--- src/logic/mcs_map.svh ---
// Purpose: Register map, field positions and reset values of the channel select block.
// Assumes: Registers sit on a 32-bit classic Wishbone bus, one aligned word each.
// Notes:   Byte address of a register is four times its index.
`ifndef MCS_MAP_SVH
`define MCS_MAP_SVH

// ============================================================
// Bus geometry
`define MCS_ADR_W        10
`define MCS_IDX_HI       9
`define MCS_IDX_LO       2
`define MCS_IDX_W        8

// ============================================================
// Register indices
`define MCS_IDX_AIS      8'h17
`define MCS_IDX_BIAS     8'h18
`define MCS_IDX_SAT      8'h44
`define MCS_IDX_IRQ_STAT 8'h50
`define MCS_IDX_IRQ_MASK 8'h51

// ============================================================
// Reset values
`define MCS_RST_AIS      8'h00
`define MCS_RST_BIAS     5'h00
`define MCS_RST_MASK     2'h0
`define MCS_RST_BYTE     8'h00

// ============================================================
// Field positions of the analog input select register
`define MCS_AIS_SEL_HI   7
`define MCS_AIS_SEL_LO   6
`define MCS_AIS_SRC_SEL  4
`define MCS_AIS_SRC_HIGH 3
`define MCS_AIS_SRC_LOW  2

// ============================================================
// Field positions of the bias current setting register
`define MCS_BIAS_HI      7
`define MCS_BIAS_LO      3

// ============================================================
// Saturation flags, interrupt status and mask share this layout
`define MCS_SAT_CUR      7
`define MCS_SAT_VOLT     6
`define MCS_SAT_HI       7
`define MCS_SAT_LO       6

`endif

--- src/logic/mcs_pkg.sv ---
// Purpose: Types shared by the channel select block.
// Assumes: Field widths come from mcs_map.svh.
// Notes:   All module state is held in the packed structs below.
`include "mcs_map.svh"

package mcs_pkg;

    // ============================================================
    // Measurement path input choice
    typedef enum logic [1:0] {
        MCS_IN_VOLT     = 2'b00,
        MCS_IN_EXT_A    = 2'b01,
        MCS_IN_EXT_B    = 2'b10,
        MCS_IN_INT_TEMP = 2'b11
    } mcs_input_t;

    // Bus slave cycle state.
    typedef enum logic [0:0] {
        MCS_BUS_IDLE = 1'b0,
        MCS_BUS_ACK  = 1'b1
    } mcs_bus_t;

    // ============================================================
    // State of the top module
    typedef struct packed {
        mcs_bus_t   bus;
        logic [7:0] dat;
        mcs_input_t sel;
        logic       src_sel;
        logic       src_high;
        logic       src_low;
        logic [4:0] code;
        logic [1:0] mask;
        logic [1:0] clr;
        logic       irq;
        logic [3:0] route;
        logic [3:0] src_route;
        logic [1:0] sat;
    } mcs_state_t;

    // State of the saturation event catcher.
    typedef struct packed {
        logic [1:0] prev;
        logic [1:0] status;
    } mcs_evt_state_t;

endpackage

--- src/logic/mcs_top.sv ---
// Purpose: Input routing, bias source control and saturation status registers.
// Assumes: Classic Wishbone slave, 32-bit data, byte address = 4 x index.
// Notes:   Register data sits in the low byte; upper bits read as zero.
`include "mcs_map.svh"

// Contract
// Bits 7:6 of the input select register route the path: 00 voltage, 01 ext A, 10 ext B, 11 internal sensor, reset voltage.
// Bit 4 of the input select register connects the current source to the selected input, reset off.
// Bit 3 of the input select register connects the internal source to the high shunt sense pin.
// Bit 2 of the input select register connects a source to the low shunt sense pin.
// Software keeps bit 5 of the input select register at zero.
// Bits 7:3 of the bias setting register hold the five-bit source level code, reset zero, bits 2:0 reserved.
// Bit 7 of the saturation register shows current channel saturation, read only, reset zero.
// Bit 6 of the saturation register shows voltage channel saturation, bits 5:0 reserved.
// Writes to the saturation register change nothing.
module mcs_top
    import mcs_pkg::*;
(
    // Clock and reset.
    input  wire logic                 clk_i,
    input  wire logic                 rst_i,
    // Wishbone slave.
    input  wire logic                 wb_cyc_i,
    input  wire logic                 wb_stb_i,
    input  wire logic                 wb_we_i,
    input  wire logic [`MCS_ADR_W-1:0] wb_adr_i,
    input  wire logic [3:0]           wb_sel_i,
    input  wire logic [31:0]          wb_dat_i,
    output logic [31:0]               wb_dat_o,
    output logic                      wb_ack_o,
    // Saturation levels from the data paths.
    input  wire logic                 cur_sat_i,
    input  wire logic                 volt_sat_i,
    // Measurement input selection.
    output logic [1:0]                input_sel_o,
    output logic                      route_voltage_o,
    output logic                      route_ext_temp_input_a_o,
    output logic                      route_ext_temp_input_b_o,
    output logic                      route_int_temp_o,
    // Current source switches.
    output logic                      src_to_input_o,
    output logic                      src_on_voltage_o,
    output logic                      src_on_ext_temp_input_a_o,
    output logic                      src_on_ext_temp_input_b_o,
    output logic                      src_on_int_temp_o,
    output logic                      src_to_shunt_sense_high_o,
    output logic                      src_to_shunt_sense_low_o,
    // Current source level.
    output logic [4:0]                bias_code_o,
    // Interrupt.
    output logic                      irq_o
);

    // ============================================================
    // Helpers

    // True when the byte address hits the given register index.
    function automatic logic hit(
        input logic [`MCS_ADR_W-1:0] adr,
        input logic [`MCS_IDX_W-1:0] idx
    );
        hit = (adr[`MCS_IDX_HI:`MCS_IDX_LO] == idx);
    endfunction

    // One-hot decode of an input choice, bit n for code n.
    function automatic logic [3:0] onehot(input mcs_input_t sel);
        logic [3:0] v;
        v = 4'h0;
        case (sel)
            MCS_IN_VOLT:     v = 4'h1;
            MCS_IN_EXT_A:    v = 4'h2;
            MCS_IN_EXT_B:    v = 4'h4;
            MCS_IN_INT_TEMP: v = 4'h8;
            default:         v = 4'h0;
        endcase
        onehot = v;
    endfunction

    // ============================================================
    // State

    mcs_state_t st;
    mcs_state_t next_st;

    logic [1:0] evt_status;
    logic [1:0] sat_live;

    // Current saturation in bit 1, voltage in bit 0.
    assign sat_live = {cur_sat_i, volt_sat_i};

    // ============================================================
    // Sticky saturation events

    // Onsets of saturation become interrupt status bits.
    mcs_sat_events u_events (
        .clk_i    (clk_i),
        .rst_i    (rst_i),
        .sat_i    (sat_live),
        .clr_i    (st.clr),
        .status_o (evt_status)
    );

    // ============================================================
    // Next state

    // Bus decode, register writes, read mux and output decode.
    always_comb begin
        logic       req;
        logic       wr;
        logic [7:0] wbyte;
        logic [7:0] rbyte;
        logic [7:0] stat_byte;
        logic [7:0] mask_byte;
        logic [7:0] sat_byte;
        logic [7:0] ais_byte;
        logic [7:0] bias_byte;
        req       = wb_cyc_i && wb_stb_i;
        wr        = 1'b0;
        wbyte     = wb_dat_i[7:0];
        rbyte     = `MCS_RST_BYTE;
        stat_byte = `MCS_RST_BYTE;
        mask_byte = `MCS_RST_BYTE;
        sat_byte  = `MCS_RST_BYTE;
        ais_byte  = `MCS_RST_BYTE;
        bias_byte = `MCS_RST_BYTE;
        next_st   = st;
        next_st.clr = 2'h0;

        // Readback images; reserved bits read as zero.
        ais_byte[`MCS_AIS_SEL_HI:`MCS_AIS_SEL_LO] = st.sel;
        ais_byte[`MCS_AIS_SRC_SEL]  = st.src_sel;
        ais_byte[`MCS_AIS_SRC_HIGH] = st.src_high;
        ais_byte[`MCS_AIS_SRC_LOW]  = st.src_low;
        bias_byte[`MCS_BIAS_HI:`MCS_BIAS_LO] = st.code;
        sat_byte[`MCS_SAT_HI:`MCS_SAT_LO]   = st.sat; // see R7
        stat_byte[`MCS_SAT_HI:`MCS_SAT_LO]  = evt_status;
        mask_byte[`MCS_SAT_HI:`MCS_SAT_LO]  = st.mask;

        // Each request gets one ack cycle; ack drops the cycle after.
        case (st.bus)
            MCS_BUS_IDLE: begin
                if (req) begin
                    next_st.bus = MCS_BUS_ACK;
                    wr          = wb_we_i && wb_sel_i[0];
                end
            end
            MCS_BUS_ACK: begin
                next_st.bus = MCS_BUS_IDLE;
            end
            default: begin
                next_st.bus = MCS_BUS_IDLE;
            end
        endcase

        // Register writes, taken with the request.
        if (wr) begin
            if (hit(wb_adr_i, `MCS_IDX_AIS)) begin
                next_st.sel      = mcs_input_t'(
                    wbyte[`MCS_AIS_SEL_HI:`MCS_AIS_SEL_LO]);
                next_st.src_sel  = wbyte[`MCS_AIS_SRC_SEL];
                next_st.src_high = wbyte[`MCS_AIS_SRC_HIGH];
                next_st.src_low  = wbyte[`MCS_AIS_SRC_LOW];
            end
            if (hit(wb_adr_i, `MCS_IDX_BIAS)) begin
                next_st.code = wbyte[`MCS_BIAS_HI:`MCS_BIAS_LO];
            end
            if (hit(wb_adr_i, `MCS_IDX_IRQ_STAT)) begin
                next_st.clr = wbyte[`MCS_SAT_HI:`MCS_SAT_LO];
            end
            if (hit(wb_adr_i, `MCS_IDX_IRQ_MASK)) begin
                next_st.mask = wbyte[`MCS_SAT_HI:`MCS_SAT_LO];
            end
            // The saturation register has no write path. //
        end

        // Read mux; unmapped addresses read zero.
        if (hit(wb_adr_i, `MCS_IDX_AIS)) begin
            rbyte = ais_byte;
        end else if (hit(wb_adr_i, `MCS_IDX_BIAS)) begin
            rbyte = bias_byte;
        end else if (hit(wb_adr_i, `MCS_IDX_SAT)) begin
            rbyte = sat_byte;
        end else if (hit(wb_adr_i, `MCS_IDX_IRQ_STAT)) begin
            rbyte = stat_byte;
        end else if (hit(wb_adr_i, `MCS_IDX_IRQ_MASK)) begin
            rbyte = mask_byte;
        end
        if (st.bus == MCS_BUS_IDLE && req && !wb_we_i) begin
            next_st.dat = rbyte;
        end

        // Live saturation levels, sampled each cycle.
        next_st.sat = sat_live; // see R7

        // Routing decodes follow the stored fields.
        next_st.route     = onehot(next_st.sel);
        next_st.src_route = next_st.src_sel
                          ? onehot(next_st.sel) : 4'h0;

        // Level interrupt from unmasked sticky events.
        next_st.irq = |(evt_status & ~next_st.clr & next_st.mask);
    end

    // ============================================================
    // State register

    // Synchronous reset to the documented defaults.
    always_ff @(posedge clk_i) begin
        if (rst_i) begin
            st           <= '0;
            st.sel       <= mcs_input_t'(2'(
                `MCS_RST_AIS >> `MCS_AIS_SEL_LO));
            st.src_sel   <= 1'b0;
            st.code      <= `MCS_RST_BIAS;
            st.mask      <= `MCS_RST_MASK;
            st.route     <= 4'h1;
        end else begin
            st <= next_st;
        end
    end

    // ============================================================
    // Outputs, straight from the state register

    // Bus answer.
    assign wb_ack_o = (st.bus == MCS_BUS_ACK);
    assign wb_dat_o = {24'h000000, st.dat};

    // Path routing.
    assign input_sel_o              = st.sel;
    assign route_voltage_o          = st.route[0];
    assign route_ext_temp_input_a_o = st.route[1];
    assign route_ext_temp_input_b_o = st.route[2];
    assign route_int_temp_o         = st.route[3];

    // Source switches.
    assign src_to_input_o            = st.src_sel;
    assign src_on_voltage_o          = st.src_route[0];
    assign src_on_ext_temp_input_a_o = st.src_route[1];
    assign src_on_ext_temp_input_b_o = st.src_route[2];
    assign src_on_int_temp_o         = st.src_route[3];
    assign src_to_shunt_sense_high_o = st.src_high;
    assign src_to_shunt_sense_low_o  = st.src_low;

    // Source level and interrupt.
    assign bias_code_o = st.code;
    assign irq_o       = st.irq;

endmodule // mcs_top

--- src/logic/mcs_sat_events.sv ---
// Purpose: Turns saturation onsets into sticky event bits.
// Assumes: Saturation levels come from logic on clk_i.
// Notes:   A new onset in the clearing cycle keeps its bit set.
`include "mcs_map.svh"

module mcs_sat_events
    import mcs_pkg::*;
(
    // Clock and reset.
    input  wire logic       clk_i,
    input  wire logic       rst_i,
    // Live saturation levels, current in bit 1.
    input  wire logic [1:0] sat_i,
    // Write-one-to-clear strobes, one cycle.
    input  wire logic [1:0] clr_i,
    // Sticky event bits.
    output logic [1:0]      status_o
);

    mcs_evt_state_t st;
    mcs_evt_state_t next_st;

    // ============================================================
    // Next state: a rising level sets, a clear strobe clears, set wins.
    always_comb begin
        next_st        = st;
        next_st.prev   = sat_i;
        next_st.status = (st.status & ~clr_i) | (sat_i & ~st.prev);
    end

    // Register the state.
    always_ff @(posedge clk_i) begin
        if (rst_i) begin
            st <= '0;
        end else begin
            st <= next_st;
        end
    end

    assign status_o = st.status;

endmodule // mcs_sat_events

--- config.mk ---
export PLATFORM = sky130hd
export DESIGN_NAME = mcs_top
export DESIGN_NICKNAME = d
export VERILOG_FILES = /design/src/logic/mcs_pkg.sv /design/src/logic/mcs_top.sv /design/src/logic/mcs_sat_events.sv
export VERILOG_INCLUDE_DIRS = /design/src /design/src/logic
export SDC_FILE = /design/constraint.sdc
export NUM_CORES = 1
export LEC_CHECK = 0
export BUFFER_PORTS_ARGS = -buffer_cell sky130_fd_sc_hd__buf_4
export CORE_UTILIZATION = 48
export CTS_CLUSTER_SIZE = 40
export DETAILED_ROUTE_END_ITERATION = 16
export PLACE_DENSITY = 0.86
export SYNTH_ARGS = -nofsm -noshare
export SYNTH_HDL_FRONTEND = slang
export SYNTH_HIERARCHICAL = 1
export SYNTH_SLANG_ARGS = --single-unit
--- constraint.sdc ---
create_clock -name clk_i -period 2.6 [get_ports clk_i]
set_input_delay 0.26 -clock clk_i [delete_from_list [all_inputs] [get_ports clk_i]]
set_output_delay 0.26 -clock clk_i [all_outputs]
set_load 0.01 [all_outputs]
==> reports/results.ini <==
[synthesis]
syn_avg_cell_area_um2 = 9.28
ys_async_sr_fraction_pct = 0
synth-seq-cells = 36
syn_area_um2 = 1890
ys_seq_area_share_pct = 38.1
synth_flop_cell = dfxtp_1
synth_cells = 204
synth_enable_flop_cells = 0
synth_warnings = 6
synth.distinct_cells = 42

[run_status]
status = finished clean

[run]
drv_cap = 0

[timing]
worst_slack_ps = 758
maxSlewHeadroom_pct = 61.4
min_period_ps = 1840
setup_viol = 0
skew_ps = 7.31
grt_setup_unrepaired = false
fin_setup_tns_ps = 0
finalHoldViolCount = 0
tightest_slew_ps = 578
maxSlewViolCount = 0
post-route-period-util_pct = 70.8
fmax_mhz = 543

[detailed_routing]
wire_per_inst_um = 12.5
via_per_inst = 4.95
dr.pass1.iters = 4
drt_iter0_markers = 77
remaining_drc_errors = 0
dr_total_vias = 1407
drtAntennaViolNets = 0
drt-total-wl_um = 3550

[placed_design]
globalplace.congestion = 0.793
post-dp-hpwl_um = 2560
placed_cell_area_um2 = 2060
io_buffers = 47
place_ws_ps = 652

[worst_setup_path]
worst_setup_path_end_kind = flop
critPathRequiredTime_ps = 2820
startpoint_type = flop
critPathKind = reg2reg
reg2reg_from = wb_ack_o
arrival_ps = 2060
crit_fanout = 13
r2r_end = src_on_ext_temp_input_a_o
r2r_setup_slack_ps = 760
reg2regPathDepth = 5

[clock_network]
clockBufferDepth = 2
htree_num_levels = 2
ctsHoldBuffers = 0
numCtsBuffers = 5
worstSkewPairLatency_ps = 280
postCtsSetupRepairBufs = 0
cts_root_buf = clkbuf_8
clk_pin_slew_worst_paths_ps = 70
cts_tree = done
clkSinkCount = 36
cts_resized = 0

[min_path]
min_to = st[1]
hold_depth = 2
hold_class = in2reg
min_from = cur_sat_i

[grt]
grt_overflow = 0
grt_pass1_vias = 1262
grt_max_degree = 35
grt_pass1_wl_um = 5850
antenna_found_initial = 0
grt.total_usage_pct = 18.1

[cells_and_area]
final_common_cell = buf_4
drive_gt1_share_pct = 28.4
utilization_pct = 57.8
antenna_cells = 0
area_growth_pct = 13.4
final_nets = 288
finish.instance_area_um2 = 2150
final_cell_mix = buf_4, dfxtp_1, conb_1

[floorplanning]
dieArea_um2 = 4200
die_x_um = 64.8
initial_core_util_pct = 50.9
core-area_um2 = 3720
io_pins = 105
die_h_um = 64.8
row_count = 22

[power]
power_switching_mw = 0.257
p_leak_nw = 0.884
clockPowerShare_pct = 36.2
power_frac_comb_pct = 9.8
p_per_area_nw_per_um2 = 487
vdd_drop_max_uv = 252
p_int_mw = 0.788
power_mw = 1.05
swShare_pct = 24.6
seq_power_share_pct = 54.0

-- power groups by stage --
stage | clock network [mW] | registers (mW) | logic [mW]
after floorplan | 0 | 0.575 | 0.0912
after global placement | 0 | 0.577 | 0.0994
after detailed placement | 0 | 0.577 | 0.102
after CTS | 0.390 | 0.564 | 0.102
after global routing | 0.423 | 0.565 | 0.113
final | 0.378 | 0.564 | 0.103
-- synthesized netlist by cell type (2+ instances only) --
master,n,area [um2]
nand3b_1,7,52.6
a21oi_1,9,45.0
a21oi_2,2,17.5
mux2i_1,13,130
nand2_1,10,37.5
buf_4,42,315
nand3_1,3,15.0
clkbuf_1,5,18.8
nor2b_1,10,62.6
nor4b_2,2,30.0
a22o_1,4,35.0
dfxtp_1,36,721
nand2b_4,2,27.5
a211oi_1,2,15.0
o21ai_0,2,10.0
nor2_1,19,71.3
nand4_1,2,12.5
nor4_1,2,12.5
and3_1,2,12.5
and4bb_1,2,25.0
nand2b_1,7,43.8
-- area by class of cell --
cell class                 instances  area [um2]
fill                             359        1570
multi-input combinational        142         907
sequential                        36         721
timing repair buffer              49         368
clock buffer                       5        68.8
tap                               48        60.1
clock inverter                     3        18.8
inverter                           1        3.75
-- sequential cells by signal, indices dropped and copies added (netlist names) --
signal                     count
bias_code_o                    5
src_on_ext_temp_input_a_o      1
src_on_int_temp_o              1
src_on_ext_temp_input_b_o      1
st                             6
route_ext_temp_input_b_o       1
input_sel_o                    2
src_to_input_o                 1
u_events/status_o              2
src_to_shunt_sense_high_o      1
irq_o                          1
wb_ack_o                       1
route_ext_temp_input_a_o       1
route_voltage_o                1
wb_dat_o                       6
route_int_temp_o               1
src_to_shunt_sense_low_o       1
src_on_voltage_o               1
u_events/st                    2
-- worst max path at each step --
stage,start,to,slack [ps],cells past startpoint
after detailed placement,wb_adr_i[5],irq_o,650,5
final,wb_ack_o,src_on_ext_temp_input_a_o,760,5
after global placement,wb_adr_i[7],src_on_ext_temp_input_a_o,660,7
after CTS,wb_ack_o,src_on_ext_temp_input_a_o,770,5
after floorplan,wb_adr_i[7],src_on_voltage_o,880,5
after global routing,wb_ack_o,src_on_ext_temp_input_a_o,600,5
-- metrics by stage --
step | hold slack (ps) | instances
global placement | 442 | 276
detailed placement | 454 | 276
CTS | 203 | 284
floorplan | 322 | 229
global route | 214 | 284
finish | 204 | 284
-- cell families after synthesis --
logic type | count (synthesis) | share of synthesized area (%)
other | 1 | 0.198
AND/OR/NAND/NOR | 78 | 26.7
buffers and inverters | 51 | 19.0
flip-flops | 36 | 38.1
AO/OA/AOI/OAI | 24 | 8.59
multiplexers | 14 | 7.47
-- layer usage --
metal	wire (um)	global-route usage, %	vias to the layer above	share of wire, %
met5	0	0	-	0
met2	1660	28.9	55	47
met4	80	8.33	0	2.3
met3	208	3.35	10	5.9
met1	1600	23.3	645	45
li1	-	-	697	-
-- worst max-delay path: stages (launching register included) --
cell	delay (ps)
dfxtp_1	310
nand3b_1	310
and4bb_1	450
buf_4	250
mux2_1	360
nor2b_1	100
No activity file was read; power rests on OpenSTA's default activity.
